<file path="config.mk">
export PLATFORM = sky130hd
export DESIGN_NAME = sbp_phy_core
export DESIGN_NICKNAME = d
export VERILOG_FILES = /design/src/sbp_pkg.sv /design/src/sbp_phy_core.sv
export SDC_FILE = /design/constraint.sdc
export NUM_CORES = 1
export LEC_CHECK = 0
export BUFFER_PORTS_ARGS = -buffer_cell sky130_fd_sc_hd__buf_2
export CAP_MARGIN = 15
export CORE_MARGIN = 4
export CORE_UTILIZATION = 45
export CTS_CLUSTER_DIAMETER = 40
export DETAILED_ROUTE_END_ITERATION = 6
export PLACE_DENSITY = 0.69
export REMOVE_ABC_BUFFERS = 1
export SLEW_MARGIN = 20
export SYNTH_ARGS = -nofsm -noshare
export SYNTH_HDL_FRONTEND = slang
export SYNTH_SLANG_ARGS = --single-unit
</file>
<file path="constraint.sdc">
create_clock -name sys_clk -period 2.9 [get_ports sys_clk]
set_input_delay 0.29 -clock sys_clk [delete_from_list [all_inputs] [get_ports sys_clk]]
set_output_delay 0.29 -clock sys_clk [all_outputs]
set_load 0.005 [all_outputs]
</file>
<file path="src/sbp_pkg.sv">
// package: constants and carrier types for the serial bus phy datapath core
package sbp_pkg;
   // register offsets (host side byte address bus)
   localparam logic [11:0] HC_CTRL_OFS = 12'h050;
   localparam logic [11:0] HC_CTRL_SET_OFS = 12'h050;
   localparam logic [11:0] HC_CTRL_CLR_OFS = 12'h054;
   localparam logic [11:0] VSE_OFS = 12'ha88;
   // field positions
   localparam int LPR_BIT = 19;
   localparam int VSE_TS_BIT = 0;
   localparam int VSE_STRIP_BIT = 1;
   // reset values
   localparam logic [31:0] HC_CTRL_RST = 32'h0000_0000;
   localparam logic [31:0] VSE_RST = 32'h0000_0000;
   // timing
   localparam int SYS_CLK_KHZ = 40000;
   localparam int WAKE_MAX_US = 2000;
   localparam int WAKE_CYC = (WAKE_MAX_US * (SYS_CLK_KHZ / 1000)) / 2;
   localparam int LINK_DIV = 8;
   localparam int CIP_QUADS = 2;

   typedef enum logic [1:0] {
      SBP_SPD_BASE,
      SBP_SPD_DOUBLE,
      SBP_SPD_QUAD
   } sbp_speed_t;

   typedef struct packed {
      logic wr;
      logic rd;
      logic [11:0] addr;
      logic [31:0] wdata;
   } sbp_reg_req_t;

   typedef struct packed {
      logic data;
      logic strobe;
      logic data_oe;
      logic strobe_oe;
   } sbp_pair_out_t;
endpackage

</file>
<file path="src/sbp_phy_core.sv">
// serial bus phy datapath: ds coding, retiming, low power and stream hooks
`timescale 1ns/1ps
module sbp_phy_core
   import sbp_pkg::*;
#(
   parameter int WAKE_CYCLES = WAKE_CYC,
   parameter int TS_W = 16
) (
   input wire logic sys_clk,
   input wire logic rst,
   input wire logic clk_en,
   input wire sbp_reg_req_t reg_req,
   output logic [31:0] reg_rdata_q,
   input wire logic link_tx_bit,
   input wire logic link_tx_valid,
   input wire sbp_speed_t link_tx_speed,
   output logic link_rx_bit_q,
   output logic link_rx_valid_q,
   output logic link_clk_q,
   input wire logic twisted_pair_a_in,
   input wire logic twisted_pair_b_in,
   input wire logic pair_a_cm_high,
   input wire logic pair_a_cm_mid,
   input wire logic arb_cmp_a,
   input wire logic arb_cmp_b,
   output logic [1:0] arb_state_q,
   output sbp_speed_t next_speed_q,
   output logic rx_receiving_q,
   output logic pair_a_out_q,
   output logic pair_a_oe_q,
   output logic pair_b_out_q,
   output logic pair_b_oe_q,
   output logic rx_enable_q,
   input wire logic [1:0] power_state,
   input wire logic port_connected,
   input wire logic port_disabled,
   input wire logic port_suspended,
   input wire logic port_irq_enable,
   input wire logic ev_bias_suspended,
   input wire logic ev_disc_suspended,
   input wire logic ev_new_connect,
   output logic low_power_q,
   output logic deep_sleep_q,
   output logic ref_enable_q,
   output logic phy_ready_q,
   input wire logic [TS_W-1:0] cycle_timer,
   input wire logic tx_hdr_valid,
   input wire logic tx_is_stream,
   input wire logic [TS_W-1:0] sw_sync_ts,
   output logic [TS_W-1:0] tx_sync_ts_q,
   output logic tx_ts_inserted_q,
   input wire logic rx_quad_valid,
   input wire logic rx_is_video,
   input wire logic rx_pkt_start,
   output logic rx_quad_pass_q
);
   // ------------------------------------------------------------
   // register decode
   // ------------------------------------------------------------
   logic [31:0] hc_ctrl_q;
   logic [31:0] vse_q;
   wire wr_set = reg_req.wr && reg_req.addr == HC_CTRL_SET_OFS;
   wire wr_clr = reg_req.wr && reg_req.addr == HC_CTRL_CLR_OFS;
   wire wr_vse = reg_req.wr && reg_req.addr == VSE_OFS;
   wire sel_hc = reg_req.addr == HC_CTRL_OFS || reg_req.addr == HC_CTRL_CLR_OFS;
   wire sel_vse = reg_req.addr == VSE_OFS;
   wire [31:0] rd_mux = sel_hc ? hc_ctrl_q : (sel_vse ? vse_q : 32'h0000_0000);
   wire wake_req = hc_ctrl_q[LPR_BIT];
   wire ts_en = vse_q[VSE_TS_BIT];
   wire strip_en = vse_q[VSE_STRIP_BIT];

   always_ff @(posedge sys_clk) begin
      if (rst) begin
         hc_ctrl_q <= HC_CTRL_RST;
         vse_q <= VSE_RST;
         reg_rdata_q <= 32'h0000_0000;
      end else if (clk_en) begin
         // set-on-write at 50h, clear-on-write at 54h
         if (wr_set)
            hc_ctrl_q <= hc_ctrl_q | reg_req.wdata;
         else if (wr_clr)
            hc_ctrl_q <= hc_ctrl_q & ~reg_req.wdata;
         if (wr_vse)
            vse_q <= reg_req.wdata;
         if (reg_req.rd)
            reg_rdata_q <= rd_mux;
      end
   end

   // ------------------------------------------------------------
   // power control
   // ------------------------------------------------------------
   typedef enum logic [1:0] {
      PW_ACTIVE,
      PW_SLEEP,
      PW_WAKING
   } sbp_pw_t;
   sbp_pw_t pw_q;
   logic [$clog2(WAKE_CYCLES+1)-1:0] wake_cnt_q;
   wire port_idle = !port_connected || port_disabled || port_suspended;
   wire in_low_state = power_state >= 2'd2;
   wire port_event = (ev_bias_suspended && port_suspended) || (ev_disc_suspended && port_suspended)
      || (ev_new_connect && !port_disabled);
   wire deep_ok = (!port_connected || port_disabled) && !port_irq_enable;
   wire wake_any = wake_req || port_event;

   always_ff @(posedge sys_clk) begin
      if (rst) begin
         pw_q <= PW_ACTIVE;
         wake_cnt_q <= '0;
         low_power_q <= 1'b0;
         deep_sleep_q <= 1'b0;
         ref_enable_q <= 1'b1;
         phy_ready_q <= 1'b1;
      end else if (clk_en) begin
         case (pw_q)
            PW_ACTIVE: begin
               if (in_low_state && port_idle && !wake_any) begin
                  pw_q <= PW_SLEEP;
                  low_power_q <= 1'b1;
                  phy_ready_q <= 1'b0;
                  ref_enable_q <= 1'b0;
                  deep_sleep_q <= deep_ok;
               end
            end
            PW_SLEEP: begin
               deep_sleep_q <= deep_ok;
               if (wake_any) begin
                  pw_q <= PW_WAKING;
                  wake_cnt_q <= '0;
                  ref_enable_q <= 1'b1;
                  deep_sleep_q <= 1'b0;
               end
            end
            PW_WAKING: begin
               // fixed settle well inside the bound
               if (wake_cnt_q == ($clog2(WAKE_CYCLES+1))'(WAKE_CYCLES - 1)) begin
                  pw_q <= PW_ACTIVE;
                  low_power_q <= 1'b0;
                  phy_ready_q <= 1'b1;
               end else
                  wake_cnt_q <= wake_cnt_q + 1'b1;
            end
            default: pw_q <= PW_ACTIVE;
         endcase
      end
   end

   // ------------------------------------------------------------
   // link clock divider, gated while asleep
   // ------------------------------------------------------------
   logic [2:0] div_q;
   always_ff @(posedge sys_clk) begin
      if (rst) begin
         div_q <= 3'h0;
         link_clk_q <= 1'b0;
      end else if (clk_en) begin
         if (!phy_ready_q) begin
            // restart from phase zero so first pulse is full width
            div_q <= 3'h0;
            link_clk_q <= 1'b0;
         end else begin
            div_q <= div_q + 3'h1;
            if (div_q == 3'(LINK_DIV/2 - 1) || div_q == 3'(LINK_DIV - 1))
               link_clk_q <= ~link_clk_q;
         end
      end
   end

   // ------------------------------------------------------------
   // transmit: capture, serialize, ds encode
   // ------------------------------------------------------------
   logic tx_bit_q;
   logic tx_active_q;
   logic [1:0] tx_tick_q;
   wire [1:0] tx_rate = link_tx_speed == SBP_SPD_QUAD ? 2'd0 :
      (link_tx_speed == SBP_SPD_DOUBLE ? 2'd1 : 2'd3);
   wire tx_tick = tx_tick_q == tx_rate;
   wire tx_go = phy_ready_q && link_tx_valid && !rx_receiving_q;

   always_ff @(posedge sys_clk) begin
      if (rst) begin
         tx_bit_q <= 1'b0;
         tx_active_q <= 1'b0;
         tx_tick_q <= 2'd0;
         pair_a_out_q <= 1'b0;
         pair_b_out_q <= 1'b0;
         pair_a_oe_q <= 1'b0;
         pair_b_oe_q <= 1'b0;
      end else if (clk_en) begin
         tx_active_q <= tx_go;
         tx_tick_q <= tx_tick ? 2'd0 : tx_tick_q + 2'd1;
         if (tx_go && tx_tick)
            tx_bit_q <= link_tx_bit;
         if (tx_active_q && tx_tick) begin
            pair_b_out_q <= tx_bit_q;
            // strobe toggles when data repeats
            if (tx_bit_q == pair_b_out_q)
               pair_a_out_q <= ~pair_a_out_q;
         end
         pair_a_oe_q <= tx_active_q && !rx_receiving_q;
         pair_b_oe_q <= tx_active_q && !rx_receiving_q;
      end
   end

   // ------------------------------------------------------------
   // receive: ds decode and retime
   // ------------------------------------------------------------
   logic rx_d_q;
   logic rx_s_q;
   logic rx_d2_q;
   logic rx_s2_q;
   wire rx_edge = (rx_d2_q ^ rx_s2_q) != (rx_d_q ^ rx_s_q);

   always_ff @(posedge sys_clk) begin
      if (rst) begin
         rx_d_q <= 1'b0;
         rx_s_q <= 1'b0;
         rx_d2_q <= 1'b0;
         rx_s2_q <= 1'b0;
         link_rx_bit_q <= 1'b0;
         link_rx_valid_q <= 1'b0;
         rx_receiving_q <= 1'b0;
         rx_enable_q <= 1'b1;
      end else if (clk_en) begin
         rx_receiving_q <= !tx_active_q && arb_cmp_a && phy_ready_q;
         rx_enable_q <= !tx_active_q;
         rx_d_q <= twisted_pair_a_in;
         rx_s_q <= twisted_pair_b_in;
         rx_d2_q <= rx_d_q;
         rx_s2_q <= rx_s_q;
         link_rx_valid_q <= rx_receiving_q && rx_edge;
         // pins are synchronous, so rx_d_q already holds the new bit
         if (rx_receiving_q && rx_edge)
            link_rx_bit_q <= rx_d_q;
      end
   end

   // ------------------------------------------------------------
   // arbitration line state and speed sensing
   // ------------------------------------------------------------
   always_ff @(posedge sys_clk) begin
      if (rst) begin
         arb_state_q <= 2'b00;
         next_speed_q <= SBP_SPD_BASE;
      end else if (clk_en) begin
         arb_state_q <= {arb_cmp_a, arb_cmp_b};
         if (!tx_active_q && !rx_receiving_q)
            next_speed_q <= pair_a_cm_high ? SBP_SPD_QUAD :
               (pair_a_cm_mid ? SBP_SPD_DOUBLE : SBP_SPD_BASE);
      end
   end

   // ------------------------------------------------------------
   // stream enhancements
   // ------------------------------------------------------------
   logic [1:0] cip_cnt_q;
   wire ts_stale = sw_sync_ts >= cycle_timer;
   wire [TS_W-1:0] ts_fixed = ts_stale ? cycle_timer - TS_W'(1) : sw_sync_ts;

   always_ff @(posedge sys_clk) begin
      if (rst) begin
         tx_sync_ts_q <= '0;
         tx_ts_inserted_q <= 1'b0;
         cip_cnt_q <= 2'd0;
         rx_quad_pass_q <= 1'b0;
      end else if (clk_en) begin
         tx_ts_inserted_q <= tx_hdr_valid && tx_is_stream && ts_en;
         if (tx_hdr_valid)
            tx_sync_ts_q <= (ts_en && tx_is_stream) ? ts_fixed : sw_sync_ts;
         if (rx_pkt_start)
            cip_cnt_q <= 2'd0;
         else if (rx_quad_valid && cip_cnt_q != 2'(CIP_QUADS))
            cip_cnt_q <= cip_cnt_q + 2'd1;
         rx_quad_pass_q <= rx_quad_valid && !(strip_en && rx_is_video && !rx_pkt_start
            && cip_cnt_q != 2'(CIP_QUADS));
      end
   end

   // ------------------------------------------------------------
   // checks
   // ------------------------------------------------------------
   a_drivers_off_rx: assert property (@(posedge sys_clk) disable iff (rst)
      clk_en && $past(rx_receiving_q) && $past(clk_en) |-> !pair_a_oe_q && !pair_b_oe_q)
      else $error("drivers on while receiving");
   a_clk_held_sleep: assert property (@(posedge sys_clk) disable iff (rst)
      !phy_ready_q ##1 !phy_ready_q |-> !link_clk_q)
      else $error("link clock running asleep");
   a_sleep_entry: assert property (@(posedge sys_clk) disable iff (rst)
      clk_en && pw_q == PW_ACTIVE && in_low_state && port_idle && !wake_any |=> low_power_q)
      else $error("no sleep entry");
   a_wake_done: assert property (@(posedge sys_clk) disable iff (rst)
      clk_en && pw_q == PW_WAKING && int'(wake_cnt_q) == WAKE_CYCLES - 1 |=> phy_ready_q && !low_power_q)
      else $error("wake not finished in time");
   a_wake_count: assert property (@(posedge sys_clk) disable iff (rst)
      clk_en && pw_q == PW_WAKING && int'(wake_cnt_q) != WAKE_CYCLES - 1 |=> wake_cnt_q == $past(wake_cnt_q) + 1'b1)
      else $error("wake counter stalled");
   a_ts_not_stale: assert property (@(posedge sys_clk) disable iff (rst)
      clk_en && tx_hdr_valid && tx_is_stream && ts_en && cycle_timer != 0 |=> tx_sync_ts_q < $past(cycle_timer))
      else $error("stale timestamp");
   a_ts_gated: assert property (@(posedge sys_clk) disable iff (rst)
      clk_en && !ts_en |=> !tx_ts_inserted_q)
      else $error("timestamp insert while disabled");
   a_deep_cond: assert property (@(posedge sys_clk) disable iff (rst)
      deep_sleep_q |-> low_power_q)
      else $error("deep sleep while awake");
   a_refs_off_sleep: assert property (@(posedge sys_clk) disable iff (rst)
      pw_q == PW_SLEEP |-> !ref_enable_q)
      else $error("references on in sleep");
   a_ds_one_change: assert property (@(posedge sys_clk) disable iff (rst)
      $past(clk_en && tx_active_q && tx_tick)
      |-> (pair_a_out_q != $past(pair_a_out_q)) != (pair_b_out_q != $past(pair_b_out_q)))
      else $error("data and strobe not one change per bit");
   a_rx_valid_gate: assert property (@(posedge sys_clk) disable iff (rst)
      link_rx_valid_q |-> $past(rx_receiving_q))
      else $error("bit passed while not receiving");
   a_freeze_hold: assert property (@(posedge sys_clk) disable iff (rst)
      !clk_en |=> $stable(hc_ctrl_q) && $stable(vse_q) && $stable(link_clk_q))
      else $error("state moved while clock enable low");
endmodule

</file>
# After elaboration in Yosys (flattened, before gate mapping)
# Index checks and enable logic that the tools add are counted.
[totals]
output_inout_bits = 67
elab_cells = 161
inputBits = 105
regBits = 161
[op_classes]
n_bitwise = 7
eq_ne = 19
reduce_logical = 63
n_addsub = 5
mux = 34
order_cmp = 2
[ops]
columns = ["op", "n"]
rows = [
  ["$mux 32", 4],
  ["$mux 16", 4],
  ["$and 32x32->32", 1],
  ["$not 32->32", 1],
  ["$or 32x32->32", 1],
  ["$pmux 16 s2", 1],
  ["$logic_and 1x1->1", 26],
  ["$eq 12x7->1 const B", 2],
  ["$reduce_and 2->1", 10],
  ["$mux 2", 9],
  ["$add 16x1->16 const B", 1],
  ["$eq 16x16->1 const B", 1],
  ["$ge 16x16->1", 1],
  ["$reduce_and 4->1", 4],
  ["$sub 16x1->16 const B", 1],
  ["$eq 12x12->1 const B", 1],
  ["$mux 1", 10],
  ["$ne 2x2->1 const B", 5],
  ["$reduce_bool 2->1", 5],
  ["$logic_not 1->1", 8],
  ["$pmux 1 s2", 4],
  ["$logic_or 1x1->1", 7],
  ["$pmux 2 s3", 1],
  ["$reduce_and 3->1", 2],
  ["other kinds (15)", 20],
]

# Longest topological paths before layout
[depth]
ltp_word = 8
mapped_depth = 9
ltp_nobuf = 8

# Least setup slack after synthesis
# Ideal clock, no wire load.
[synth_path]
kind = "input-to-reg"
startpoint = "in cycle_timer[7]"
endpoint = "reg tx_sync_ts_q[9]"
t_arrival_ps = 2038
t_required_ps = 2785
n_path_buf = 0
setup_ps = 115
path_stages = 8
setup_slack_ps = 748
cell_sequence = "inv_1 -> ha_1 -> a21oi_1 -> o21ai_0 -> a2111oi_0 -> nand2_1 -> a32o_1 -> o21ba_1"
[synth_between]
elab_chain_len = 3
word_cells_on_any_way = 4
classes_between = "add/sub (1); order compare (1); mux (2)"
[synth_rtl]
columns = ["element", "line", "source"]
rows = [
  ["start: declaration", "sbp_phy_core.sv:46", "input wire logic [TS_W-1:0] cycle_timer,"],
  ["$sub 16x1->16 / $ge 16x16->1 (equally long branches)", "sbp_phy_core.sv:259, sbp_phy_core.sv:258", ""],
  ["$mux 16 (*)", "sbp_phy_core.sv:259", "wire [TS_W-1:0] ts_fixed = ts_stale ? cycle_timer - TS_W'(1) : sw_sync_ts;"],
  ["$mux 16 (*)", "sbp_phy_core.sv:270", "tx_sync_ts_q <= (ts_en && tx_is_stream) ? ts_fixed : sw_sync_ts;"],
  ["end signal: assignment", "sbp_phy_core.sv:270", ""],
  ["end: declaration", "sbp_phy_core.sv:50", "output logic [TS_W-1:0] tx_sync_ts_q,"],
]
# Mark *: on every way between the ends. The rest lies on a longest branch, timed or not.
# A chain may end at the register's enable or synchronous reset.

# Worst setup path in the final report
[layout_path]
startpoint = "in cycle_timer[5]"
endpoint = "reg tx_sync_ts_q[9]"
# The elaborated chain is that of the path after synthesis.

==> metrics.log <==
INFO  metric drc_errors = 0
INFO  metric io_pins = 172
INFO  metric clock_sink_count = 160
INFO  metric antenna_violating_nets_post_route = 0
INFO  metric status = finished, final reports clean
INFO  metric r2r_end = wake_cnt_q[1]
INFO  metric slew_headroom = 52.33%
INFO  metric highest-signal-layer = met5
INFO  metric grt_first_pass_wirelength = 31800 um
INFO  metric ys_seq_area_share = 43.83%
INFO  metric setup.worst_path.end_class = flop
INFO  metric area_delta_synth_final = 22.24%
INFO  metric synth-edff-count = 0
INFO  metric grt_start_max_net_pins = 107
INFO  metric max-clock-path-buffers = 2
INFO  metric place.detailed.hpwl = 12810 um
INFO  metric antenna-diode-count = 0
INFO  metric async_reset_ff_share = 0%
INFO  metric htree_num_levels = 4
INFO  metric worst_setup_path_end = tx_sync_ts_q[9]
INFO  metric drv.max_cap_violation_count = 0
INFO  metric die_area = 0.01834 mm2
INFO  metric antenna_found_initial = 2
INFO  metric finClkSkew = 0.01044 ns
INFO  metric crit_reg_reg_startpoint = wake_cnt_q[0]
INFO  metric timing.final.hold_violations = 0
INFO  metric initial_utilization = 46.01%
INFO  metric worst_setup_path_startpoint = cycle_timer[5]
INFO  metric synth.ff_latch_count = 160
INFO  metric top_library_cells_by_usage_in_the_layout_fill_and_taps_aside = sky130_fd_sc_hd__buf_2, sky130_fd_sc_hd__dfxtp_1, sky130_fd_sc_hd__a21oi_1
INFO  metric syn_area = 0.007308 mm2
INFO  metric required = 3.21 ns
INFO  metric timing.final.crit_share = 75.86%
INFO  metric yosysUniqueCellTypes = 55
INFO  metric final.hold.worst_slack = 0.08053 ns
INFO  metric worst_ep_arrival_time = 2.51 ns
INFO  metric post_cts.repair.setup_buffers = 0
INFO  metric syn_avg_cell_area = 8.608 um2
INFO  metric die_x = 135.4 um
INFO  metric final_nets = 1123
INFO  metric cts_hold_repair.buffers = 0
INFO  metric drt_met1_wl = 8624 um
INFO  metric synth_area_leaders = sky130_fd_sc_hd__dfxtp_1, sky130_fd_sc_hd__a21oi_1, sky130_fd_sc_hd__nand2_1
INFO  metric per_cell_routed_wire_length = 15.64 um
INFO  metric period_needed = 2.200 ns
INFO  metric layout.cells.non_filler = 1226
INFO  metric p_leak = 3.609 nW
INFO  metric cts-buffers-inserted = 17
INFO  metric transition_at_the_pin_with_the_smallest_max_transition_slack = 0.7151 ns
INFO  metric unrepaired_setup_endpoints_after_global_routing = false
INFO  metric finalWirelength = 19180 um
INFO  metric placementRows = 46
INFO  metric syn_inst = 849
INFO  metric groute.usage.overall = 21.10%
INFO  metric die_h = 135.4 um
INFO  metric post_cts_resize_count = 0
INFO  metric dr.pass1.iters = 5
INFO  metric io_buf_count = 170
INFO  metric ir_worst_vdd = 0.0006313 V
INFO  metric synth_top_area_share = 43.83%
INFO  metric routed-via-count = 6656
INFO  metric setup_viol = 0
INFO  metric clkLatencyLatePin = 0.42 ns
INFO  metric overflow = 0
INFO  metric tritoncts = yes
INFO  metric gpl.final_weighted_congestion = 0.8321
INFO  metric total_neg_setup_slack = 0 ns
INFO  metric cts-root-buf = sky130_fd_sc_hd__clkbuf_16
INFO  metric achievable-frequency = 454.6 MHz
INFO  metric routed-wl-met2 = 8949 um
INFO  metric cellPowerDensity = 572.8 mW/mm2
INFO  metric vias_in_the_first_global_route = 6448
INFO  metric leading_cell_type_in_the_layout_fill_and_taps_excluded = sky130_fd_sc_hd__buf_2
INFO  metric worstPathMaxFanout = 10
INFO  metric slew_viol_final = 0
INFO  metric detail_route.iter0.violations = 364
INFO  metric wl_met3 = 1368 um
INFO  metric synth_area_leader_cell = sky130_fd_sc_hd__dfxtp_1
INFO  metric type_of_the_worst_setup_path = in -> reg
INFO  metric synth_warnings = 0
INFO  metric reg2reg_depth = 7
INFO  metric timing.reg2reg.setup_slack = 0.76 ns
INFO  metric holdCritPathClass = in -> reg
INFO  metric cts.reportedPaths.clkPinSlew = 0.07 ns
INFO  metric standard_cell_core_area = 0.01589 mm2
INFO  metric vias_per_cell = 5.429
INFO  metric number_of_placed_instances_taps_included = 1194
INFO  metric setup.worst_path.start_class = primary input
INFO  metric synth_flop_cell = sky130_fd_sc_hd__dfxtp_1
INFO  metric fraction_of_final_layout_cells_sized_beyond_drive_strength_1 = 25.15%
power by group:
group | internal (mW) | total (mW) | switching (mW)
Combinational | 0.203 | 0.475 | 0.272
Clock | 1.43 | 2.35 | 0.915
Sequential | 2.26 | 2.30 | 0.0397
logic make-up after synthesis:
family,count (synthesis),share of synthesized area [%]
AOI/OAI and AO/OA,228,22.24
adders and majority gates,21,3.595
xor gates and xnor gates,26,3.116
DFF,160,43.83
buffers and inverters,85,5.221
and+or+nand+nor,314,19.95
muxes,15,2.054
final cells by class:
class / count / area (um2)
clock buffers: 21 / 470.5
clock inverters: 11 / 150.1
fillers: 1521 / 6952
inverters: 25 / 93.84
multi-input cells: 604 / 3725
flip-flops and latches: 160 / 3203
well taps: 216 / 270.3
repair buffers: 189 / 1021
cells in the mapped netlist (4+ instances only):
cell type                    n
sky130_fd_sc_hd__mux2i_1    15
sky130_fd_sc_hd__buf_2       5
sky130_fd_sc_hd__a32oi_1    10
sky130_fd_sc_hd__o221ai_1    4
sky130_fd_sc_hd__nor3_1     40
sky130_fd_sc_hd__nand3_1    23
sky130_fd_sc_hd__nor2b_1     4
sky130_fd_sc_hd__clkbuf_1   40
sky130_fd_sc_hd__nor4_1      6
sky130_fd_sc_hd__inv_1      25
sky130_fd_sc_hd__a211oi_2   30
sky130_fd_sc_hd__buf_4       9
sky130_fd_sc_hd__a21oi_1   110
sky130_fd_sc_hd__nor2_1     82
sky130_fd_sc_hd__nand2_1   105
sky130_fd_sc_hd__nand2b_1    7
sky130_fd_sc_hd__nand4b_1    4
sky130_fd_sc_hd__ha_1       21
sky130_fd_sc_hd__o21ai_0    17
sky130_fd_sc_hd__or3_1       7
sky130_fd_sc_hd__xor2_1     10
sky130_fd_sc_hd__a221oi_1   32
sky130_fd_sc_hd__nand4_1     9
sky130_fd_sc_hd__and3_1      7
sky130_fd_sc_hd__dfxtp_1   160
sky130_fd_sc_hd__and2_1      4
sky130_fd_sc_hd__xnor2_1    16
layer usage:
| layer | vias to the layer above | global-route usage, % |
|---|---|---|
| met2 | 178 | 34.54 |
| met1 | 3098 | 26.88 |
| li1 | 3355 | - |
| met4 | 4 | 5.767 |
| met5 | - | 0 |
| met3 | 21 | 6.798 |
per-stage QoR:
stage | total power [mW] | instance area (um2) | utilization (%) | setup WS, ns
2_1_floorplan | 2.560 | 7020 | - | -0.2644
3_3_place_gp | 2.813 | 8313 | 52.33 | 0.3315
3_5_place_dp | 2.818 | 8313 | 52.33 | 0.2702
4_1_cts | 5.164 | 8934 | 56.24 | 0.7266
5_1_grt | 5.337 | 8934 | 56.24 | 0.4824
6_report | 5.117 | 8934 | 56.24 | 0.7001
worst max-delay path: stages:
cell                        delay (ns)
sky130_fd_sc_hd__buf_2            0.13
sky130_fd_sc_hd__inv_1            0.05
sky130_fd_sc_hd__ha_1             0.30
sky130_fd_sc_hd__a21oi_1          0.15
sky130_fd_sc_hd__o21ai_0          0.12
sky130_fd_sc_hd__a2111oi_0        0.56
sky130_fd_sc_hd__nand2_1          0.42
sky130_fd_sc_hd__a32o_1           0.33
sky130_fd_sc_hd__o21ba_1          0.16
worst min-delay path by stage:
| stage | from | end | slack (ns) | depth (start not counted) |
|---|---|---|---|---|
| 2_1_floorplan | rst | flop | 0.35 | 1 |
| 3_5_place_dp | tx_sync_ts_q[0] | tx_sync_ts_q[0] | 0.45 | 2 |
| 3_3_place_gp | tx_sync_ts_q[0] | tx_sync_ts_q[0] | 0.44 | 2 |
| 6_report | reg_req[18] | flop | 0.08 | 2 |
| 5_1_grt | reg_req[21] | flop | 0.05 | 2 |
| 4_1_cts | reg_req[18] | flop | 0.06 | 2 |
Note: power is estimated with default switching activity, not from simulation.
